[config.mk]
export PLATFORM = sky130hd
export DESIGN_NAME = dopt_timer
export DESIGN_NICKNAME = d
export VERILOG_FILES = /design/src/rtl/dopt_pkg.sv /design/src/rtl/dopt_timer.sv /design/src/rtl/dopt_sync.sv /design/src/rtl/dopt_tick.sv
export SDC_FILE = /design/constraint.sdc
export NUM_CORES = 1
export LEC_CHECK = 0
export BUFFER_PORTS_ARGS = -buffer_cell sky130_fd_sc_hd__buf_2
export CAP_MARGIN = 20
export CORE_UTILIZATION = 35
export DETAILED_ROUTE_END_ITERATION = 8
export PLACE_DENSITY_LB_ADDON = 0.05
export SLEW_MARGIN = 25
export SYNTH_ARGS = -nofsm -noshare
export SYNTH_HDL_FRONTEND = slang
export SYNTH_SLANG_ARGS = --single-unit
[constraint.sdc]
create_clock -name clock_in -period 8.2 [get_ports clock_in]
set_clock_uncertainty 0.2 [all_clocks]
set_input_delay 0.41 -clock clock_in [delete_from_list [all_inputs] [get_ports clock_in]]
set_output_delay 0.41 -clock clock_in [all_outputs]
set_load 0.02 [all_outputs]
[src/rtl/dopt_pkg.sv]
// shared constants and types for the dual output preset timer
package dopt_pkg;
   localparam int PV_W = 20;
   localparam int CNT_W = 24;
   localparam int CLK_MHZ = 50;
   // base tick of 10 ms and the alarm blink half period, in their own units
   localparam int BASE_TICK_US = 10000;
   localparam int BLINK_MS = 500;
   localparam int BASE_TICK_CYC = BASE_TICK_US * CLK_MHZ;
   localparam int BLINK_CYC = BLINK_MS * 1000 * CLK_MHZ;
   // base ticks per present value unit, one per time range
   localparam logic [15:0] SCALE_TENTH_H = 16'h8ca0;
   localparam logic [15:0] SCALE_HUNDREDTH_S = 16'h0001;
   localparam logic [15:0] SCALE_SEC = 16'h0064;
   localparam logic [15:0] SCALE_TENTH_MIN = 16'h0258;
   localparam logic [1:0] RANGE_TENTH_H = 2'h0;
   localparam logic [1:0] RANGE_HUNDREDTH_S = 2'h1;
   localparam logic [1:0] RANGE_SEC = 2'h2;
   localparam logic [1:0] RANGE_TENTH_MIN = 2'h3;
   // cycles after power-up before a held start may begin timing
   localparam logic [1:0] POWER_SETTLE = 2'h3;
   localparam logic [PV_W-1:0] PV_RESET = 20'h00000;
   localparam logic [CNT_W-1:0] COUNT_RESET = 24'h000000;

   typedef enum logic [1:0] {
      DOPT_IDLE = 2'b00,
      DOPT_RUN = 2'b01,
      DOPT_UP = 2'b10
   } dopt_state_t;

   typedef struct packed {
      logic cumulative;
      logic absolute;
      logic [1:0] range;
      logic [PV_W-1:0] set1;
      logic [PV_W-1:0] set2;
   } dopt_cfg_t;
endpackage : dopt_pkg

[src/rtl/dopt_timer.sv]
// dual output preset timer core: timing, thresholds, faults, output counter
//
// Contract
// - forecast: early output at set minus deviation
// - forecast: final output at main set value
// - deviation at least set: early output at start
// - absolute: first output at set value one
// - absolute: second output at set two, independent
// - processor fault: outputs off, key clears
// - memory fault: outputs off, key restores defaults
// - count alarm alternates display, outputs untouched
// - key hides alarm, count keeps counting
// - on-delay ignores start while timing runs
// - on-delay starts on start, power-up, reset release
// - on-delay clears at power-up, stops at set
// - outputs stay latched until reset
// - zero set value fires at start
// - cumulative advances with start, value retained
// - cumulative keeps advancing after time up
// - set changes take effect continuously
module dopt_timer
   import dopt_pkg::*;
#(
   parameter int TICK_CYC = BASE_TICK_CYC,
   parameter int BLINK_PERIOD_CYC = BLINK_CYC
) (
   input wire logic clock_in,
   input wire logic rst_n_in,
   input wire logic start_in,
   input wire logic reset_input_in,
   input wire logic reset_key_in,
   input wire dopt_cfg_t cfg_in,
   input wire logic [PV_W-1:0] retained_pv_in,
   input wire logic cpu_fault_in,
   input wire logic mem_fault_in,
   input wire logic [CNT_W-1:0] count_alarm_limit_in,
   output logic early_or_first_output_out,
   output logic final_or_second_output_out,
   output logic indicator1_out,
   output logic indicator2_out,
   output logic [PV_W-1:0] pv_out,
   output logic cpu_error_out,
   output logic mem_error_out,
   output logic restore_defaults_out,
   output logic count_alarm_show_out,
   output logic [CNT_W-1:0] act_count_out
);
   logic [2:0] pins_s;
   logic start_d;
   logic reset_d;
   logic key_d;
   logic [1:0] settle;
   logic blink_tick;
   logic base_tick;
   logic blink_phase;
   logic alarm_ack;
   logic started;
   logic [15:0] prescale;
   dopt_state_t state;
   dopt_state_t next_state;

   dopt_sync #(.W(3)) u_sync (
      .clock_in(clock_in),
      .rst_n_in(rst_n_in),
      .pin_in({reset_key_in, reset_input_in, start_in}),
      .sync_out(pins_s)
   );

   dopt_tick #(.CYC(TICK_CYC)) u_base (
      .clock_in(clock_in),
      .rst_n_in(rst_n_in),
      .tick_out(base_tick)
   );

   dopt_tick #(.CYC(BLINK_PERIOD_CYC)) u_blink (
      .clock_in(clock_in),
      .rst_n_in(rst_n_in),
      .tick_out(blink_tick)
   );

   // input events
   wire start_s = pins_s[0];
   wire reset_s = pins_s[1];
   wire key_s = pins_s[2];
   wire start_rise = start_s & ~start_d;
   wire reset_release = reset_d & ~reset_s;
   wire key_rise = key_s & ~key_d;
   wire reset_any = reset_s | key_s;
   wire fault_any = cpu_error_out | mem_error_out;
   wire settling = (settle != POWER_SETTLE);
   wire power_begin = (settle == POWER_SETTLE - 2'h1);
   wire cum = cfg_in.cumulative;

   // thresholds follow the set values every cycle
   wire [PV_W-1:0] dev = cfg_in.set2;
   wire dev_big = (dev >= cfg_in.set1);
   wire [PV_W-1:0] fc_th = dev_big ? PV_RESET : cfg_in.set1 - dev;
   wire [PV_W-1:0] th1 = cfg_in.absolute ? cfg_in.set1 : fc_th;
   wire [PV_W-1:0] th2 = cfg_in.absolute ? cfg_in.set2 : cfg_in.set1;
   wire [PV_W-1:0] th_end = (cfg_in.absolute && cfg_in.set1 > cfg_in.set2) ? cfg_in.set1 : th2;

   // on-delay begins on a start edge, or with start held at power-up or reset release
   wire begin_req = start_rise | (start_s & (power_begin | reset_release));
   wire begin_ok = ~cum & (state == DOPT_IDLE) & begin_req & ~reset_any & ~fault_any;
   wire cum_run = cum & start_s & ~reset_any & ~fault_any & ~settling;
   wire active = cum ? (started | cum_run) : (state != DOPT_IDLE) | begin_ok;

   // unit step of the selected range
   wire [15:0] scale = (cfg_in.range == RANGE_HUNDREDTH_S) ? SCALE_HUNDREDTH_S :
                       (cfg_in.range == RANGE_SEC) ? SCALE_SEC :
                       (cfg_in.range == RANGE_TENTH_MIN) ? SCALE_TENTH_MIN : SCALE_TENTH_H;
   wire advancing = cum ? cum_run : (state == DOPT_RUN) & ~reset_any & ~fault_any;
   wire unit_tick = advancing & base_tick & (prescale >= scale - 16'h0001);
   wire pv_max = &pv_out;
   wire [PV_W-1:0] next_pv = (unit_tick && !pv_max) ? pv_out + PV_W'(1) : pv_out;

   // outputs compare continuously, latch, and drop on reset or fault
   wire hit1 = active & (pv_out >= th1);
   wire hit2 = active & (pv_out >= th2);
   wire next_early_or_first_output = ~reset_any & ~fault_any & (early_or_first_output_out | hit1);
   wire next_final_or_second_output = ~reset_any & ~fault_any & (final_or_second_output_out | hit2);
   wire out_rise = (next_early_or_first_output & ~early_or_first_output_out)
                 | (next_final_or_second_output & ~final_or_second_output_out);
   wire count_alarm = (act_count_out > count_alarm_limit_in);

   always_comb begin
      next_state = state;
      unique case (state)
         DOPT_IDLE: begin
            if (begin_ok) begin
               next_state = DOPT_RUN;
            end
         end
         DOPT_RUN: begin
            if (reset_any || cum) begin
               next_state = DOPT_IDLE;
            end else if (pv_out >= th_end) begin
               next_state = DOPT_UP;
            end
         end
         DOPT_UP: begin
            if (reset_any || cum) begin
               next_state = DOPT_IDLE;
            end
         end
         default: next_state = DOPT_IDLE;
      endcase
   end

   always_ff @(posedge clock_in) begin
      if (!rst_n_in) begin
         start_d <= 1'b0;
         reset_d <= 1'b0;
         key_d <= 1'b0;
         settle <= 2'h0;
         state <= DOPT_IDLE;
         started <= 1'b0;
         prescale <= 16'h0000;
      end else begin
         start_d <= start_s;
         reset_d <= reset_s;
         key_d <= key_s;
         settle <= settling ? settle + 2'h1 : settle;
         state <= next_state;
         // cumulative outputs stay armed once timing has run since the last reset
         started <= cum & ~reset_any & (started | cum_run);
         if (!advancing || unit_tick) begin
            prescale <= 16'h0000;
         end else if (base_tick) begin
            prescale <= prescale + 16'h0001;
         end
      end
   end

   // present value: cleared at power-up in on-delay, reloaded from backup when cumulative
   always_ff @(posedge clock_in) begin
      if (!rst_n_in) begin
         pv_out <= PV_RESET;
      end else if (settle == 2'h0) begin
         pv_out <= cum ? retained_pv_in : PV_RESET;
      end else if (reset_any || begin_ok) begin
         pv_out <= PV_RESET;
      end else begin
         pv_out <= next_pv;
      end
   end

   always_ff @(posedge clock_in) begin
      if (!rst_n_in) begin
         early_or_first_output_out <= 1'b0;
         final_or_second_output_out <= 1'b0;
         indicator1_out <= 1'b0;
         indicator2_out <= 1'b0;
      end else begin
         early_or_first_output_out <= next_early_or_first_output;
         final_or_second_output_out <= next_final_or_second_output;
         indicator1_out <= next_early_or_first_output;
         indicator2_out <= next_final_or_second_output;
      end
   end

   // faults: a new fault in the key cycle wins over the clear
   always_ff @(posedge clock_in) begin
      if (!rst_n_in) begin
         cpu_error_out <= 1'b0;
         mem_error_out <= 1'b0;
         restore_defaults_out <= 1'b0;
      end else begin
         cpu_error_out <= cpu_fault_in | (cpu_error_out & ~key_rise);
         mem_error_out <= mem_fault_in | (mem_error_out & ~key_rise);
         restore_defaults_out <= mem_error_out & key_rise & ~mem_fault_in;
      end
   end

   // activation counter never clears; the key only hides the alarm
   always_ff @(posedge clock_in) begin
      if (!rst_n_in) begin
         act_count_out <= COUNT_RESET;
         alarm_ack <= 1'b0;
         blink_phase <= 1'b0;
         count_alarm_show_out <= 1'b0;
      end else begin
         if (out_rise && !(&act_count_out)) begin
            act_count_out <= act_count_out + CNT_W'(1);
         end
         alarm_ack <= count_alarm & (alarm_ack | key_rise);
         blink_phase <= blink_tick ? ~blink_phase : blink_phase;
         count_alarm_show_out <= count_alarm & ~alarm_ack & ~key_rise & blink_phase;
      end
   end
endmodule : dopt_timer

[src/rtl/dopt_sync.sv]
// two flip-flop synchroniser for a group of pin inputs
module dopt_sync #(
   parameter int W = 3
) (
   input wire logic clock_in,
   input wire logic rst_n_in,
   input wire logic [W-1:0] pin_in,
   output logic [W-1:0] sync_out
);
   // each bit owns its flops, so no vector is written from several processes
   for (genvar i = 0; i < W; i++) begin : g_bit
      logic meta;
      logic held;
      always_ff @(posedge clock_in) begin
         if (!rst_n_in) begin
            meta <= 1'b0;
            held <= 1'b0;
         end else begin
            meta <= pin_in[i];
            held <= meta;
         end
      end
      assign sync_out[i] = held;
   end
endmodule : dopt_sync

[src/rtl/dopt_tick.sv]
// free running divider giving a one-cycle enable pulse every CYC cycles
module dopt_tick #(
   parameter int CYC = 500000
) (
   input wire logic clock_in,
   input wire logic rst_n_in,
   output logic tick_out
);
   localparam int CW = $clog2(CYC + 1);
   localparam logic [CW-1:0] LAST = CW'(CYC - 1);
   logic [CW-1:0] count;
   wire wrap = (count == LAST);

   always_ff @(posedge clock_in) begin
      if (!rst_n_in) begin
         count <= '0;
         tick_out <= 1'b0;
      end else begin
         count <= wrap ? '0 : count + CW'(1);
         tick_out <= wrap;
      end
   end
endmodule : dopt_tick

# Yosys cells after proc, flatten, opt, wreduce, memory -nomap -nowiden
# Index checks and enable logic that the tools add are counted.
[totals] ff_bits=128
[op_classes] bitwise=59 n_lt_le_gt_ge=7 n_eq_ne=12 n_reduce_logical=19 add_sub_neg=8 n_mux=18
[ops] op="$mux W20" count=8
[ops] op="$ge A20 B20 Y1" count=4
[ops] op="$mux W16" count=3
[ops] op="$and A1 B1 Y1" count=33
[ops] op="$add A25 B1 Y25 const B" count=1
[ops] op="$eq A25 B25 Y1 const B" count=1
[ops] op="$add A24 B1 Y24 const B" count=1
[ops] op="$gt A24 B24 Y1" count=1
[ops] op="$reduce_and A24 Y1" count=1
[ops] op="$add A20 B1 Y20 const B" count=1
[ops] op="$gt A20 B20 Y1" count=1
[ops] op="$reduce_and A20 Y1" count=1
[ops] op="$sub A20 B20 Y20" count=1
[ops] op="$add A19 B1 Y19 const B" count=1
[ops] op="$eq A19 B19 Y1 const B" count=1
[ops] op="$add A16 B1 Y16 const B" count=1
[ops] op="$ge A16 B16 Y1" count=1
[ops] op="$sub A16 B1 Y16 const B" count=1
[ops] op="$not A1 Y1" count=14
[ops] op="$or A1 B1 Y1" count=12
[ops] op="$eq A2 B2 Y1 const B" count=4
[ops] op="$mux W2" count=4
[ops] op="$ne A2 B2 Y1 const B" count=3
[ops] op="$pmux W2 S3" count=1
[ops] op="other kinds (12)" count=23

# Depth between registers and ports, before layout
[depth] word_depth=16 depth_mapped=22

# Modules after synthesis
# A second synthesis with hierarchy kept.
[unflattened] cells_unflattened=1214 area_unflattened_um2=9912.0
[modules_own_cells] module="dopt_timer" area_per_inst_um2=7632.3 cells_per_inst=959 instances=1
[modules_own_cells] module="dopt_tick (u_blink)" area_per_inst_um2=1188.6 cells_per_inst=137 instances=1
[modules_own_cells] module="dopt_tick (u_base)" area_per_inst_um2=910.9 cells_per_inst=103 instances=1
[modules_own_cells] module="dopt_sync" area_per_inst_um2=180.2 cells_per_inst=15 instances=1

# Worst setup path before layout
# Ideal clock, no wire load.
[synth_timing] path_kind="input port to flip-flop" start="input port cfg_in[20] (netlist name)" end="register act_count_out[23]" stages=21 arrival_time_ns=4.394 setup_slack_ns=3.534 cell_sequence="inv_1 > ha_1 > inv_1 > fa_1 > a21oi_1 > o21ai_0 > a21oi_1 > o2111a_1 > o21ai_0 > nand2_1 > clkbuf_1 > nor3_1 > a21oi_1 > ha_1 > nand4_1 > or3_1 > a2111oi_1 > nor2_2 > o21ai_4 > and4_1 > mux2i_1"
[synth_between] elab_chain_len=10 word_cells_on_any_way=17
[synth_rtl] item="from (decl)" line_no="dopt_timer.sv:32" text="input wire dopt_cfg_t cfg_in,"
[synth_rtl] item="$sub A20 B20 Y20 or $ge A20 B20 Y1 (tied branches)" line_no="dopt_timer.sv:97, dopt_timer.sv:96"
[synth_rtl] item="$mux W20" line_no="dopt_timer.sv:97" text="wire [PV_W-1:0] fc_th = dev_big ? PV_RESET : cfg_in.set1 - dev;"
[synth_rtl] item="$mux W20" line_no="dopt_timer.sv:98" text="wire [PV_W-1:0] th1 = cfg_in.absolute ? cfg_in.set1 : fc_th;"
[synth_rtl] item="$ge A20 B20 Y1" line_no="dopt_timer.sv:118" text="wire hit1 = active & (pv_out >= th1);"
[synth_rtl] item="$and A1 B1 Y1" line_no="dopt_timer.sv:118"
[synth_rtl] item="$or A1 B1 Y1" line_no="dopt_timer.sv:120" text="wire next_early_or_first_output = ~reset_any & ~fault_any & (early_or_first_output_out | hit1);"
[synth_rtl] item="$and A1 B1 Y1" line_no="dopt_timer.sv:120"
[synth_rtl] item="$and A1 B1 Y1" line_no="dopt_timer.sv:122" text="wire out_rise = (next_early_or_first_output & ~early_or_first_output_out)"
[synth_rtl] item="$or A1 B1 Y1 (*)" line_no="dopt_timer.sv:123" text="| (next_final_or_second_output & ~final_or_second_output_out);"
[synth_rtl] item="$logic_and A1 B1 Y1 (*)" line_no="dopt_timer.sv:223" text="if (out_rise && !(&act_count_out)) begin"
[synth_rtl] item="to (signal assigned)" line_no="dopt_timer.sv:224" text="act_count_out <= act_count_out + CNT_W'(1);"
[synth_rtl] item="to (decl)" line_no="dopt_timer.sv:46" text="output logic [CNT_W-1:0] act_count_out"
# Every way passes the cells marked *; elsewhere a longest branch is shown, timed or not.
# A chain may end at the register's enable or synchronous reset.

# Worst setup path in the final report
[layout_timing] start="input port cfg_in[20] (netlist name)" end="register act_count_out[22]"
# Same word-level chain as after synthesis.

==> reports/metrics.cfg <==
[drt]
antenna_left = 0
wl_mm = 26.5
wl_per_cell_um = 15.4
drc = 0
num_vias = 8737
dr.pass1.iters = 5
via_per_inst = 5.08
drt-initial-drc-count = 450

[sta]
period_share_pct = 65.8
finalWorstSetupSlack_ps = 2800
finalSetupViolCount = 0
tns_ps = 0
drv_slew = 0
fin_crit_ps = 5400
fmaxAchievable_mhz = 185
slew_headroom_pct = 39.1
hold_violations = 0
tightestPinTransition_ps = 907
worst_hold_slack_ps = 37.3
rsz0062_at_grt = no

[setup_path]
cp_slowest_stage_delay_ps = 500
path_cells = buf_2, inv_1, ha_1, inv_1, fa_1, a21oi_1, o21ai_0, a21oi_1, o2111a_1, o21ai_0, nand2_1, nor2_1, a22oi_1, ha_1, a21o_1, a211o_1, a2111oi_2, a2111oi_1, o2111ai_2, nand2_1, nand3_1, mux2i_1
crit_fanout = 15
arrival_ps = 5550
endpoint_kind = register
cp-start-kind = input pin
worstPathRequired_ps = 8360
path_class = input pin to register
cp_slowest_cell = a2111oi_2

[global_routing]
antenna_found_initial = 2
use_met1_pct = 25.4
met2_usage_pct = 32.2
grt_pass1_wl_mm = 43.7
overflow = 0
grt_start_max_net_pins = 57
grt_pass1_vias = 8448
gr-usage-met3_pct = 3.78
busiest_layer = met2
grt_usage_pct = 19.2

[synthesis]
yosys_warnings = 0
synthAdderAreaFrac_pct = 17.0
ys_seq_elements = 128
yosysUniqueCellTypes = 69
synthArstFlopShare_pct = 0
synth-edff-count = 0
synth_top_flop_cell = dfxtp_1
synth.largest_area_cell = dfxtp_1
synth_cells = 1193
synth_top_area_share_pct = 26.2
synthTopCellsByArea = dfxtp_1 26%, ha_1 17%, mux2i_1 5.4%, nor2_1 4.2%, a21oi_1 4.0%
avgSynthCellArea_um2 = 8.20
ys_seq_area_share_pct = 26.2
synth_top_family_by_area = simple AND/OR/NAND/NOR gates
syn_area_um2 = 9780
synth-simple-area-share_pct = 22.1
synthMuxAreaShare_pct = 5.54
synthXorXnorAreaFrac_pct = 7.79
synth_compound_area_share_pct = 16.9

[run_status]
status = complete, no violations

[placement]
post-place-ws_ps = 2270
port_buffers = 146
hpwl_mm = 20.5
place_congestion = 0.875

[pwr]
p_per_area_nw_per_um2 = 172
peakVddDrop_v = 0.000143
p_leak_nw = 5.54

[floorplan]
die_h_um = 169
die-width_um = 169
rows = 60
die_area_um2 = 28600
start_util_pct = 36.0
core_area_um2 = 27200
ios = 147

[layout]
area_delta_synth_final_pct = 18.3
fillers = 2852
final_util_pct = 42.6
layout_commonest_cell = buf_2
drive_gt1_share_pct = 15.1
final_nets = 1562
layout_common_cells = 146 x buf_2, 131 x ha_1, 128 x dfxtp_1

[cts]
cts_resized = 0
clockBufferDepth = 2
htreeDepth = 4
cts_tree = done
cts.sinks = 128
cts_buffers = 17
clk_latency_ps = 430
clock-root-buffer = clkbuf_16
cts.clk_slew.worst_paths_ps = 60

[job]
maxCapViolCount = 0

[worst_hold_path]
hp-class = input pin to register

==> per-stage QoR <==
stage / instances / cell area (µm²) / power, mW
after global placement: 1684 / 10900 / 1.18
after global routing: 1720 / 11600 / 2.10
final: 1721 / 11600 / 1.99
after CTS: 1720 / 11600 / 2.01
after floorplan: 1194 / 9780 / 1.03
after detailed placement: 1684 / 10900 / 1.18
==> synth_stat cells, drive strengths merged (5+ instances only) <==
| master | n |
|---|---|
| nor3 | 26 |
| nor4 | 11 |
| nand4 | 42 |
| o211ai | 7 |
| nand2 | 97 |
| a21o | 38 |
| inv | 75 |
| clkbuf | 25 |
| nand2b | 20 |
| a31oi | 8 |
| xor2 | 43 |
| mux2i | 53 |
| a22oi | 14 |
| o21ai | 45 |
| a211oi | 22 |
| and3 | 30 |
| and4 | 5 |
| dfxtp | 128 |
| o31a | 5 |
| ha | 131 |
| and2 | 13 |
| nor2 | 110 |
| nor2b | 9 |
| or3 | 10 |
| a21oi | 79 |
| buf | 9 |
| nand3 | 45 |
| xnor2 | 44 |
| nor3b | 6 |
==> cells by family (layout without fill, tap and decap cells) <==
family / after synthesis / in the layout
AND/OR/NAND/NOR: 431 / 431
AO/OA/AOI/OAI: 251 / 251
adder cells (fa/ha/maj): 132 / 132
flip-flops: 128 / 128
buffers and inverters: 109 / 263
XOR/XNOR: 87 / 87
multiplexers: 54 / 54
other: 1 / 3
==> area by class of cell <==
cell class                 instances  area (µm²)  share of cell area (%)
antenna                            1        2.50                  0.0216
clock buffer                      17         425                    3.68
clock inverter                    15         216                    1.87
inverter                          75         282                    2.43
multi-input combinational        957        6800                    58.8
sequential                       128        2560                    22.1
tap                              372         465                    4.02
timing repair buffer             156         816                    7.05
==> path summary, 6_finish.rpt <==
kind / start / endpoint / slack, ps / depth (start not counted)
worst max-delay path: cfg_in[20] / act_count_out[22]$_SDFFE_PN0P_ / 2800 / 22
worst min-delay path: mem_fault_in / mem_error_out$_SDFF_PN0_ / 40 / 3
worst max register to register: pv_out[9]$_SDFFE_PN0P_ / act_count_out[22]$_SDFFE_PN0P_ / 4780 / 9
worst min register to register: u_sync.g_bit[0].meta$_SDFF_PN0_ / u_sync.g_bit[0].held$_SDFF_PN0_ / 240 / 1
==> worst max-delay path, delay by kind of cell <==
| kind | cells | cell delay, ps |
|---|---|---|
| adder cells (fa/ha/maj) | 3 | 830 |
| AO/OA/AOI/OAI | 11 | 2850 |
| buffers and inverters | 3 | 240 |
| multiplexers | 1 | 180 |
| AND/OR/NAND/NOR | 4 | 1030 |
==> metal layers <==
metal | share of wire (%) | vias up
met5 | 0.049 | -
met4 | 0.83 | 2
met3 | 4.6 | 16
met2 | 46 | 174
met1 | 49 | 3962
li1 | - | 4583
==> report_power, final <==
part	internal, mW	leakage (nW)	total, mW	switching, mW
logic	0.197	4.19	0.474	0.277
clock network	0.472	0.315	0.817	0.345
registers	0.643	1.04	0.695	0.0514
==> timing repair <==
item                                    CTS  global route
buffers inserted                          0             0
hold endpoints to repair                  4             0
hold buffers                              4             0
endpoints found under the setup margin    0             0
==> registers in the layout, summed over array words and instances, names as in the netlist, 2 cells and up <==
signal,cells
act_count_out,24
prescale,16
pv_out,20
settle,2
state,2
u_base.count,19
u_blink.count,25
u_sync.g_bit.held,3
u_sync.g_bit.meta,3
No activity file was read; power rests on OpenSTA's default activity.
